<file path="config.mk">
export PLATFORM = sky130hd
export DESIGN_NAME = spi_ctrl
export DESIGN_NICKNAME = d
export VERILOG_FILES = /design/src/include/spi_pkg.sv /design/src/include/shift_if.sv /design/src/design/spi_ctrl.sv /design/src/design/spi_shifter.sv
export SDC_FILE = /design/constraint.sdc
export NUM_CORES = 1
export LEC_CHECK = 0
export CAP_MARGIN = 40
export CORE_MARGIN = 2
export CORE_UTILIZATION = 32
export DETAILED_ROUTE_END_ITERATION = 8
export DONT_BUFFER_PORTS = 1
export GPL_TIMING_DRIVEN = 0
export SLEW_MARGIN = 30
export SYNTH_ARGS = -nofsm -noshare
export SYNTH_HDL_FRONTEND = slang
export SYNTH_SLANG_ARGS = --single-unit
</file>
<file path="constraint.sdc">
create_clock -name core_clk -period 10 [get_ports core_clk]
set_input_delay 1 -clock core_clk [delete_from_list [all_inputs] [get_ports core_clk]]
set_output_delay 1 -clock core_clk [all_outputs]
set_load 0.01 [all_outputs]
</file>
<file path="src/include/spi_pkg.sv">
/*
 Constants, types and state codes shared by the serial controller files.
 Assumes an 8-bit character and two chip selects.
*/
package spi_pkg;
    // ------------------------------------------------------------
    // Sizes and reset values
    // ------------------------------------------------------------
    localparam int              DATA_W      = 8;
    localparam int              DIV_W       = 8;
    localparam int              NUM_CS      = 2;
    localparam int              SYNC_W      = 4;
    localparam logic [3:0]      EDGE_LAST   = 4'hf;
    localparam logic [3:0]      EDGE_FIRST  = 4'h0;
    localparam logic [1:0]      GLITCH_LAST = 2'h1;
    localparam logic [1:0]      GLITCH_INIT = 2'h0;
    localparam logic [7:0]      DIV_ONE     = 8'h01;
    localparam logic [7:0]      DIV_ZERO    = 8'h00;
    localparam logic [7:0]      DATA_RESET  = 8'h00;
    localparam logic [1:0]      CS_ALL_OFF  = 2'h3;
    localparam logic [1:0]      CS_ONE      = 2'h1;
    // Sync order {sck, mosi, miso, select_n}; select idles high
    localparam logic [3:0]      SYNC_RESET  = 4'h1;

    typedef logic [DATA_W-1:0]  word_t;
    typedef logic [DIV_W-1:0]   divisor_t;
    typedef enum logic [1:0] {
        ST_IDLE   = 2'b00,
        ST_GLITCH = 2'b01,
        ST_SHIFT  = 2'b10,
        ST_DONE   = 2'b11
    } xfer_state_t;
endpackage : spi_pkg

</file>
<file path="src/include/shift_if.sv">
/*
 Link between the controller and its character shifter.
 Assumes both ends run on the same core clock.
*/
`timescale 1ns/10ps
interface shift_if;
    import spi_pkg::*;
    logic   clear;
    logic   load;
    word_t  load_data;
    logic   sample;
    logic   bit_in;
    logic   shift;
    logic   bit_out;
    logic   cap;
    word_t  data;

    modport ctrl    (output clear, load, load_data, sample, bit_in, shift,
                     input  bit_out, cap, data);
    modport shifter (input  clear, load, load_data, sample, bit_in, shift,
                     output bit_out, cap, data);
endinterface : shift_if

</file>
<file path="src/design/spi_ctrl.sv">
/*
 Serial peripheral controller, master and slave, with its as-built
 quirks. Control and status are plain ports; link pins are sampled
 through two flip-flops. Assumes single-cycle strobes from software.
*/
`timescale 1ns/10ps
// Notes on behaviour
// - Slave mode never reports a transmit underrun; the shifter's leftover word is sent.
// - Mixed divisor one, polarity one, phase zero adds one extra clock pulse.
// - Enabling in slave mode raises a spurious receive-ready flag.
// - Disable is ignored while operating in slave mode.
// - Soft reset clears enable, flags, state and shifter; software reads data first.
// - Chip select 0 held with mode-fault detection on blocks every master start.
// - Disable leaves transmit-empty alone; writes while disabled are dropped.
// - A dropped write does not clear transmit-empty.
module spi_ctrl
    import spi_pkg::*;
(
    input  wire logic               core_clk,
    input  wire logic               reset_n,
    input  wire logic               enable_cmd,
    input  wire logic               disable_cmd,
    input  wire logic               soft_reset_bit,
    input  wire logic               master_mode,
    input  wire logic               mode_fault_disable,
    input  wire logic               cs_select,
    input  wire spi_pkg::divisor_t  serial_clock_divisor0,
    input  wire spi_pkg::divisor_t  serial_clock_divisor1,
    input  wire logic [1:0]         clock_polarity_bit,
    input  wire logic [1:0]         clock_phase_bit,
    input  wire logic [1:0]         cs_hold_after_transfer,
    input  wire logic               tx_wr_strobe,
    input  wire spi_pkg::word_t     tx_data_register,
    input  wire logic               rx_rd_strobe,
    output logic [7:0]              rx_holding_register,
    output logic                    rx_ready_flag,
    output logic                    tx_empty_flag,
    output logic                    spi_enabled,
    input  wire logic               sck_in,
    output logic                    sck_out,
    output logic                    sck_oe,
    input  wire logic               mosi_in,
    output logic                    mosi_out,
    output logic                    mosi_oe,
    input  wire logic               miso_in,
    output logic                    miso_out,
    output logic                    miso_oe,
    input  wire logic               slave_select_in_n,
    output logic [1:0]              cs_out_n
);
    import spi_pkg::*;

    shift_if sh ();

    logic [SYNC_W-1:0]  meta_reg;
    logic [SYNC_W-1:0]  sync_reg;
    logic               sck_prev_reg;
    logic               nss_prev_reg;
    logic               enabled_reg;
    logic               tx_empty_reg;
    logic               rx_ready_reg;
    word_t              tx_hold_reg;
    word_t              rx_hold_reg;
    xfer_state_t        state_reg;
    logic               act_cs_reg;
    divisor_t           div_cnt_reg;
    logic [1:0]         glitch_cnt_reg;
    logic [3:0]         edge_cnt_reg;
    logic               slave_done_reg;
    logic               sck_out_reg;
    logic               oe_m_reg;
    logic               oe_s_reg;
    logic [1:0]         cs_n_reg;
    logic               sck_s, mosi_s, miso_s, nss_s;
    logic               srst, wr_ok, stall, start_fire, frame_start;
    logic               load_fire, glitch_need, tick;
    logic               lead, ev, is_lead, pha, done_fire, spurious;
    divisor_t           cur_div;
    word_t              rx_word;

    // ------------------------------------------------------------
    // Pin synchronisers
    // ------------------------------------------------------------
    // Two flops per pin; only the second stage is read
    always_ff @(posedge core_clk or negedge reset_n) begin
        if (!reset_n) begin
            meta_reg <= SYNC_RESET;
            sync_reg <= SYNC_RESET;
        end else begin
            meta_reg <= {sck_in, mosi_in, miso_in, slave_select_in_n};
            sync_reg <= meta_reg;
        end
    end

    // Previous levels for edge detection
    always_ff @(posedge core_clk or negedge reset_n) begin
        if (!reset_n) begin
            sck_prev_reg <= 1'b0;
            nss_prev_reg <= 1'b1;
        end else begin
            sck_prev_reg <= sck_s;
            nss_prev_reg <= nss_s;
        end
    end

    assign {sck_s, mosi_s, miso_s, nss_s} = sync_reg;

    // ------------------------------------------------------------
    // Decode of requests
    // ------------------------------------------------------------
    // Soft reset, write filter, start conditions and edge events
    always_comb begin
        srst        = soft_reset_bit;
        wr_ok       = tx_wr_strobe && enabled_reg;
        stall       = cs_hold_after_transfer[0]
                      && !mode_fault_disable;
        start_fire  = (state_reg == ST_IDLE) && enabled_reg && master_mode
                      && !stall && (!tx_empty_reg || wr_ok) && !srst;
        frame_start = enabled_reg && !master_mode && nss_prev_reg
                      && !nss_s && !srst;
        // Empty holding with no write keeps the old character
        load_fire   = start_fire
                      || (frame_start && (!tx_empty_reg || wr_ok));
        glitch_need = clock_polarity_bit[cs_select]
                      && !clock_phase_bit[cs_select]
                      && ((serial_clock_divisor0 == DIV_ONE)
                          != (serial_clock_divisor1 == DIV_ONE));
        cur_div     = act_cs_reg ? serial_clock_divisor1
                                 : serial_clock_divisor0;
        if (cur_div == DIV_ZERO) begin
            cur_div = DIV_ONE;
        end
        tick        = div_cnt_reg == (cur_div - DIV_ONE);
        lead        = (sck_prev_reg == clock_polarity_bit[0])
                      && (sck_s != clock_polarity_bit[0]);
        if (master_mode) begin
            pha     = clock_phase_bit[act_cs_reg];
            ev      = (state_reg == ST_SHIFT) && tick;
            is_lead = !edge_cnt_reg[0];
        end else begin
            pha     = clock_phase_bit[0];
            ev      = enabled_reg && !nss_s && (sck_prev_reg != sck_s);
            is_lead = lead;
        end
        done_fire   = master_mode ? (state_reg == ST_DONE) : slave_done_reg;
        rx_word     = pha ? sh.data : {sh.data[DATA_W-2:0], sh.cap};
        spurious    = enable_cmd && !enabled_reg && !master_mode;
    end

    // Shifter controls; phase one samples on leading edges
    always_comb begin
        sh.clear     = srst;
        sh.load      = load_fire;
        sh.load_data = tx_empty_reg ? tx_data_register : tx_hold_reg;
        sh.bit_in    = master_mode ? miso_s : mosi_s;
        sh.sample    = ev && (pha ? is_lead : !is_lead);
        sh.shift     = ev && (pha ? !is_lead
                                  : (is_lead && edge_cnt_reg != EDGE_FIRST));
    end

    // ------------------------------------------------------------
    // Enable and transmit holding
    // ------------------------------------------------------------
    // Disable is honoured only in master mode
    always_ff @(posedge core_clk or negedge reset_n) begin
        if (!reset_n) begin
            enabled_reg <= 1'b0;
        end else if (srst) begin
            enabled_reg <= 1'b0;
        end else if (enable_cmd) begin
            enabled_reg <= 1'b1;
        end else if (disable_cmd && master_mode) begin
            enabled_reg <= 1'b0;
        end
    end

    // Empty flag is touched only by soft reset, loads and accepted writes
    always_ff @(posedge core_clk or negedge reset_n) begin
        if (!reset_n) begin
            tx_empty_reg <= 1'b1;
        end else if (srst) begin
            tx_empty_reg <= 1'b1;
        end else if (load_fire) begin
            tx_empty_reg <= !(wr_ok && !tx_empty_reg);
        end else if (wr_ok) begin
            tx_empty_reg <= 1'b0;
        end
    end

    // Holding word; a write taken straight into the shifter skips it
    always_ff @(posedge core_clk or negedge reset_n) begin
        if (!reset_n) begin
            tx_hold_reg <= DATA_RESET;
        end else if (wr_ok && !(load_fire && tx_empty_reg)) begin
            tx_hold_reg <= tx_data_register;
        end
    end

    // ------------------------------------------------------------
    // Master sequencer
    // ------------------------------------------------------------
    // Idle, optional extra pulse, sixteen edges, then completion
    always_ff @(posedge core_clk or negedge reset_n) begin
        if (!reset_n) begin
            state_reg <= ST_IDLE;
        end else if (srst || !enabled_reg) begin
            state_reg <= ST_IDLE;
        end else begin
            case (state_reg)
                ST_IDLE: begin
                    if (start_fire) begin
                        state_reg <= glitch_need ? ST_GLITCH : ST_SHIFT;
                    end
                end
                ST_GLITCH: begin
                    if (tick && glitch_cnt_reg == GLITCH_LAST) begin
                        state_reg <= ST_SHIFT;
                    end
                end
                ST_SHIFT: begin
                    if (ev && edge_cnt_reg == EDGE_LAST) begin
                        state_reg <= ST_DONE;
                    end
                end
                ST_DONE: state_reg <= ST_IDLE;
                default: state_reg <= ST_IDLE;
            endcase
        end
    end

    // Chip select in use and divider count
    always_ff @(posedge core_clk or negedge reset_n) begin
        if (!reset_n) begin
            act_cs_reg  <= 1'b0;
            div_cnt_reg <= DIV_ZERO;
        end else if (start_fire) begin
            act_cs_reg  <= cs_select;
            div_cnt_reg <= DIV_ZERO;
        end else begin
            div_cnt_reg <= tick ? DIV_ZERO : div_cnt_reg + DIV_ONE;
        end
    end

    // Extra-pulse half periods
    always_ff @(posedge core_clk or negedge reset_n) begin
        if (!reset_n) begin
            glitch_cnt_reg <= GLITCH_INIT;
        end else if (start_fire) begin
            glitch_cnt_reg <= GLITCH_INIT;
        end else if (state_reg == ST_GLITCH && tick) begin
            glitch_cnt_reg <= glitch_cnt_reg + 2'h1;
        end
    end

    // Edge count for both modes; slave restarts with its select
    always_ff @(posedge core_clk or negedge reset_n) begin
        if (!reset_n) begin
            edge_cnt_reg   <= EDGE_FIRST;
            slave_done_reg <= 1'b0;
        end else begin
            slave_done_reg <= !master_mode && ev
                              && edge_cnt_reg == EDGE_LAST && !srst;
            if (srst || start_fire || frame_start
                || (!master_mode && nss_s)) begin
                edge_cnt_reg <= EDGE_FIRST;
            end else if (ev) begin
                edge_cnt_reg <= edge_cnt_reg + 4'h1;
            end
        end
    end

    // Clock and chip select pins of the master
    always_ff @(posedge core_clk or negedge reset_n) begin
        if (!reset_n) begin
            sck_out_reg <= 1'b0;
            cs_n_reg    <= CS_ALL_OFF;
        end else begin
            if (state_reg == ST_IDLE) begin
                sck_out_reg <= clock_polarity_bit[cs_select];
            end else if ((state_reg == ST_GLITCH || state_reg == ST_SHIFT)
                         && tick) begin
                sck_out_reg <= !sck_out_reg;
            end
            if (srst || !enabled_reg || !master_mode) begin
                cs_n_reg <= CS_ALL_OFF;
            end else if (start_fire) begin
                cs_n_reg <= ~(CS_ONE << cs_select);
            end else if (state_reg == ST_DONE
                         && !cs_hold_after_transfer[act_cs_reg]) begin
                cs_n_reg <= CS_ALL_OFF;
            end
        end
    end

    // ------------------------------------------------------------
    // Receive side
    // ------------------------------------------------------------
    // Set wins over the read that clears the flag
    always_ff @(posedge core_clk or negedge reset_n) begin
        if (!reset_n) begin
            rx_ready_reg <= 1'b0;
            rx_hold_reg  <= DATA_RESET;
        end else if (srst) begin
            rx_ready_reg <= 1'b0;
        end else begin
            if (done_fire) begin
                rx_hold_reg <= rx_word;
            end
            if (done_fire || spurious) begin
                rx_ready_reg <= 1'b1;
            end else if (rx_rd_strobe) begin
                rx_ready_reg <= 1'b0;
            end
        end
    end

    spi_shifter u_shifter (
        .core_clk (core_clk),
        .reset_n  (reset_n),
        .sh       (sh)
    );

    // Output drive straight from flops
    assign rx_holding_register = rx_hold_reg;
    assign rx_ready_flag       = rx_ready_reg;
    assign tx_empty_flag       = tx_empty_reg;
    assign spi_enabled         = enabled_reg;
    assign sck_out             = sck_out_reg;
    assign sck_oe              = oe_m_reg;
    assign mosi_out            = sh.bit_out;
    assign mosi_oe             = oe_m_reg;
    assign miso_out            = sh.bit_out;
    assign miso_oe             = oe_s_reg;
    assign cs_out_n            = cs_n_reg;

    // Pin enables: master drives clock and data out, slave its reply
    always_ff @(posedge core_clk or negedge reset_n) begin
        if (!reset_n) begin
            oe_m_reg <= 1'b0;
            oe_s_reg <= 1'b0;
        end else begin
            oe_m_reg <= enabled_reg && master_mode && !srst;
            oe_s_reg <= enabled_reg && !master_mode && !nss_s && !srst;
        end
    end
endmodule : spi_ctrl

</file>
<file path="src/design/spi_shifter.sv">
/*
 Character shift register with a one-bit capture stage.
 Assumes the controller never asks for load and shift together
 with a meaning other than load first.
*/
`timescale 1ns/10ps
module spi_shifter
    import spi_pkg::*;
(
    input  wire logic   core_clk,
    input  wire logic   reset_n,
    shift_if.shifter    sh
);
    word_t  sr_reg;
    logic   cap_reg;

    // ------------------------------------------------------------
    // Shift register
    // ------------------------------------------------------------
    // Load wins over shift; sampled bit enters on the shift edge
    always_ff @(posedge core_clk or negedge reset_n) begin
        if (!reset_n) begin
            sr_reg <= DATA_RESET;
        end else if (sh.clear) begin
            sr_reg <= DATA_RESET;
        end else if (sh.load) begin
            sr_reg <= sh.load_data;
        end else if (sh.shift) begin
            sr_reg <= {sr_reg[DATA_W-2:0], cap_reg};
        end
    end

    // Capture stage holds the line level between the two edges
    always_ff @(posedge core_clk or negedge reset_n) begin
        if (!reset_n) begin
            cap_reg <= 1'b0;
        end else if (sh.sample) begin
            cap_reg <= sh.bit_in;
        end
    end

    assign sh.bit_out = sr_reg[DATA_W-1];
    assign sh.cap     = cap_reg;
    assign sh.data    = sr_reg;
endmodule : spi_shifter

</file>
; Yosys cells after proc, flatten, opt, wreduce, memory -nomap -nowiden
; Cells that the tools add are included.
[totals]
register_bits = 61
in_bits = 44
output_inout_bits = 19
word_cells = 169
[op_classes]
add_sub_neg = 4
magnitude_cmp = 2
eq_ne = 15
shifts = 1
mux = 48
bitwise_logic = 2
n_reduce_logical = 76
[op_table]
columns = cell, n
row1 = two-way mux 8 bit, 9
row2 = logical AND 1 bit, 40
row3 = two-way mux 1 bit, 26
row4 = two-way mux 2 bit, 10
row5 = "equality test 8 x 1 -> 1 bit, second input constant", 2
row6 = nonzero test 3 bit, 5
row7 = logical NOT 1 bit, 14
row8 = logical OR 1 bit, 9
row9 = "adder 8 x 1 -> 8 bit, second input constant", 1
row10 = equality test 8 bit, 1
row11 = logical NOT 8 bit, 1
row12 = two-way mux 4 bit, 2
row13 = case mux 2 bit (4 select lines), 1
row14 = "subtractor 8 x 1 -> 8 bit, second input constant", 1
row15 = "!= test 3 bit, second input constant", 2
row16 = nonzero test 2 bit, 3
row17 = "adder 4 x 1 -> 4 bit, second input constant", 1
row18 = "equality test 2 x 1 -> 1 bit, second input constant", 2
row19 = "equality test 2 bit, second input constant", 2
row20 = "equality test 4 bit, second input constant", 1
row21 = "less-than comparator 1 x 2 -> 1 bit, second input constant", 2
row22 = nonzero test 4 bit, 1
row23 = != test 1 bit, 3
row24 = "!= test 3 x 2 -> 1 bit, second input constant", 1
row25 = 8 further kinds, 8

; Longest topological paths before layout
[depth]
word_depth = 11
mapped_depth = 14
ltp_nobuf = 12

; Cells and area by module
; A second synthesis with hierarchy kept.
[hier_totals]
hier_cells = 349
area_unflattened_um2 = 3560.9
[modules_own_cells]
columns = module, instances, cells_each, area_each_um2, seq_area_each_um2
row1 = spi_ctrl, 1, 311, 3108.0, 1308.8
row2 = spi_shifter, 1, 38, 452.9, 225.2

; Worst setup path after synthesis
; No wires, ideal clock.
[synth_path]
kind = input to register
from = in serial_clock_divisor1[4]
to = reg u_shifter.sr_reg[7] (netlist: u_shifter.sh.data[7])
setup_time_ns = 0.123
arrival_time_ns = 3.621
t_required_ns = 9.877
path_slack_ns = 6.257
cell_stages = 13
path_buffers = 1
cell_sequence = nor3b_1 o22a_1 a31oi_1 ha_1 xor2_1 xnor2_1 nor3b_1 mux2i_1 nor4_4 a31oi_4 or3b_1 buf_2 o221a_1
[synth_between]
elab_chain_cells = 9
[synth_rtl]
columns = item, line
row1 = start: declaration, spi_ctrl.sv:28  ; input wire spi_pkg::divisor_t serial_clock_divisor1,
row2 = two-way mux 8 bit (*), spi_ctrl.sv:128  ; cur_div = act_cs_reg ? serial_clock_divisor1
row3 = logical NOT 8 bit, spi_ctrl.sv:130  ; if (cur_div == DIV_ZERO) begin
row4 = two-way mux 8 bit (*), spi_ctrl.sv:130
row5 = subtractor 8 x 1 -> 8 bit (*), spi_ctrl.sv:133  ; tick = div_cnt_reg == (cur_div - DIV_ONE);
row6 = equality test 8 bit (*), spi_ctrl.sv:133
row7 = logical AND 1 bit (*), spi_ctrl.sv:138  ; ev = (state_reg == ST_SHIFT) && tick;
row8 = two-way mux 1 bit (*), spi_ctrl.sv:136  ; if (master_mode) begin
row9 = logical AND 1 bit (*), spi_ctrl.sv:157  ; sh.shift = ev && (pha ? !is_lead
row10 = nonzero test 3 bit (no line) (*), n/a
row11 = end signal: assignment, spi_shifter.sv:27  ; sr_reg <= sh.load_data;
row12 = end signal: assignment, spi_shifter.sv:29  ; sr_reg <= {sr_reg[DATA_W-2:0], cap_reg};
row13 = end: declaration, spi_shifter.sv:14  ; word_t sr_reg;
; Mark *: on every way between the ends. The rest lies on a longest branch, timed or not.
; A chain may end at the register's enable or synchronous reset.

; Worst setup path after layout
[layout_path]
from = in serial_clock_divisor1[4]
to = reg u_shifter.sr_reg[6] (netlist: u_shifter.sh.data[6])
; The elaborated chain is that of the path after synthesis.

==> results.json <==
{
  "post_route_cells_drive_above_1_share_pct": 11.5,
  "skew_ps": 10.6,
  "cts_resized": 0,
  "pin_count": 63,
  "final_area_sq_um": 3820,
  "dp_hpwl_mm": 5.53,
  "crit_type": "in -> reg",
  "wl_per_cell_um": 15.0,
  "p_seq_share_pct": 44.2,
  "max_freq_mhz": 261,
  "ys_warn_count": 0,
  "die_y_um": 108,
  "cts_buffers": 9,
  "hold_viol": 0,
  "power_density_nw_per_um2": 186,
  "hold_class": "in -> async",
  "synth.avg_cell_area_sq_um": 10.1,
  "dp_cells": 475,
  "end_kind": "flop",
  "syn-cell-area_sq_um": 3430,
  "yosysSeqAreaShare_pct": 44.7,
  "setup_viol_count_final": 0,
  "grt_antenna_before_repair": 0,
  "first_pass_iters": 4,
  "synth_most_common_cell": "dfrtp_1",
  "insertion_delay_ps": 340,
  "syn_nets": 393,
  "critPathMaxFanout": 10,
  "fin_setup_tns_ps": 0,
  "synth_common_cells": "dfrtp_1 (55), mux2i_1 (30), nor2_1 (30)",
  "routabilityCongestion": 0.864,
  "ys_dominant_reg_cell": "dfrtp_1",
  "placed_area_sq_um": 3600,
  "crit_path_start": "serial_clock_divisor1[4]",
  "r2r_start": "act_cs_reg",
  "grt_overflow_total": 0,
  "swShare_pct": 29.4,
  "cts_hold_buf": 0,
  "cts_tree": "built",
  "irDropWorstVdd_mv": 0.0555,
  "worstSetupStartpointType": "input port",
  "cts_setup_buffers": 0,
  "die_x_um": 108,
  "regArea_sq_um": 1530,
  "p_int_w": 0.000503,
  "worst_pin_slew_ps": 755,
  "fin_crit_ps": 3840,
  "synth_area_leaders": "dfrtp_1 (40%), mux2i_1 (8.8%), dfstp_2 (4.6%)",
  "fp.coreArea_sq_um": 10400,
  "multi_input_area_sq_um": 1770,
  "r2r_slack_ps": 6330,
  "areaGrowthSynthToFinish_pct": 11.3,
  "fillers": 1064,
  "initial_core_util_pct": 33.1,
  "grt_max_degree": 62,
  "arrival_ps": 4060,
  "routed_wl_mm": 7.38,
  "async_reset_ff_share_pct": 100,
  "ys_types": 44,
  "via_count": 2496,
  "syn_inst": 339,
  "dieArea_sq_um": 11600,
  "num_antenna_cells": 0,
  "grtUsageTotal_pct": 13.2,
  "p_clk_share_pct": 33.7,
  "grt_pass1_wl_mm": 11.9,
  "synth_top_cell_area_share_pct": 40.1,
  "path_clk_slew_ps": 70,
  "clk_path_buf_depth": 2,
  "max_slew_margin_pct": 49.3,
  "nNetsFinal": 404,
  "power_switching_w": 0.000209,
  "synth_edf_count": 0,
  "postRouteAntennaNets": 0,
  "status": "finished, final reports clean",
  "rows": 37,
  "drcViolationCount": 0,
  "pre_cts_ws_ps": 5850,
  "rsz0062_at_grt": "false",
  "finalCritPeriodShare_pct": 38.4,
  "p_leak_nw": 1.65,
  "max_cap_viol_count": 0,
  "final_max_slew_viol_count": 0,
  "final_cells": 491,
  "yosys.area.top_type": "dfrtp_1",
  "required_ps": 10230,
  "via_per_inst": 5.08,
  "p_comb_share_pct": 22.1,
  "ys_ff_latch": 61,
  "drt-initial-drc-count": 170,
  "clkSinkCount": 61,
  "root_buffer": "clkbuf_8",
  "first_global_vias": 2420,
  "cts_htree_levels": 3,
  "portBuffers": 0,
  "setup_ws_ps": 6160
}
-- worst max-delay path: stages --
cell     delay [ps]
nor3b_1         260
o22a_1          290
a31oi_1         150
ha_1            270
xor2_1          180
xnor2_1         150
nor3b_1         200
mux2i_1         160
nor4_4          350
a31oi_4         210
or3b_1          420
buf_2           180
o221a_1         250
-- final timing paths --
check | endpoint | cells past startpoint
max reg2reg | u_shifter.sh.data[6] | 14
max | u_shifter.sh.data[6] | 13
min reg2reg | sync_reg[1] | 0
min in group core_clk | sync_reg[1] | 0
max in group asynchronous | sync_reg[0] | 0
min | rx_holding_register[5] | 0
-- per-layer routing --
| layer | track usage [%] | part of all wire [%] | vias up |
|---|---|---|---|
| met5 | 0 | 0 | - |
| met4 | 6.68 | 2.0 | 0 |
| met3 | 2.85 | 4.2 | 13 |
| met2 | 20.4 | 45 | 49 |
| met1 | 17.3 | 48 | 1182 |
| li1 | - | - | 1252 |
-- per-stage QoR --
stage                     utilization, %  hold WS [ps]  power [W]
after floorplan                        -           331   0.000445
after CTS                           36.8           332   0.000718
final                               36.8           349   0.000712
after global routing                36.8           322   0.000755
after global placement              34.7           335   0.000470
after detailed placement            34.7           336   0.000475
-- area by class of cell --
class | count | share of cell area [%]
flip-flops and latches | 61 | 40.2
clock inverters | 4 | 1.90
multi-input cells | 249 | 46.4
plain buffers | 15 | 1.93
well taps | 136 | 4.46
inverters | 14 | 1.38
clock buffers | 12 | 3.80
-- kinds of logic (layout without fill, tap and decap cells) --
group                    count (synthesis)  in the layout  synth area share (%)
multiplexers                            41             41                  12.4
buffers and inverters                   29             45                  3.68
XOR/XNOR                                23             23                  5.87
adder cells (fa/ha/maj)                 10             10                  3.65
AND/OR/NAND/NOR                        103            103                  15.6
AO/OA/AOI/OAI                           72             72                  14.1
flip-flops                              61             61                  44.7
-- layout by cell type (no fill, tap or decap), types with 10 or more instances in the layout --
| cell type | count |
|---|---|
| dfrtp_1 | 55 |
| mux2i_1 | 30 |
| nor2_1 | 30 |
| o21ai_0 | 21 |
| a21oi_1 | 19 |
| nand2_1 | 18 |
| inv_1 | 14 |
| xor2_1 | 14 |
| mux2_2 | 11 |
| clkbuf_1 | 11 |
| nor3_1 | 10 |
| nand3_1 | 10 |
| ha_1 | 10 |
| clkbuf_8 | 10 |
-- power by group through the flow --
stage,Clock [W],Sequential [W],Combinational [W]
after CTS,0.000247,0.000314,0.000157
final,0.000240,0.000315,0.000157
after floorplan,0,0.000309,0.000136
after global placement,0,0.000318,0.000153
after detailed placement,0,0.000319,0.000156
after global routing,0.000259,0.000319,0.000176
No activity file was read; power rests on OpenSTA's default activity.
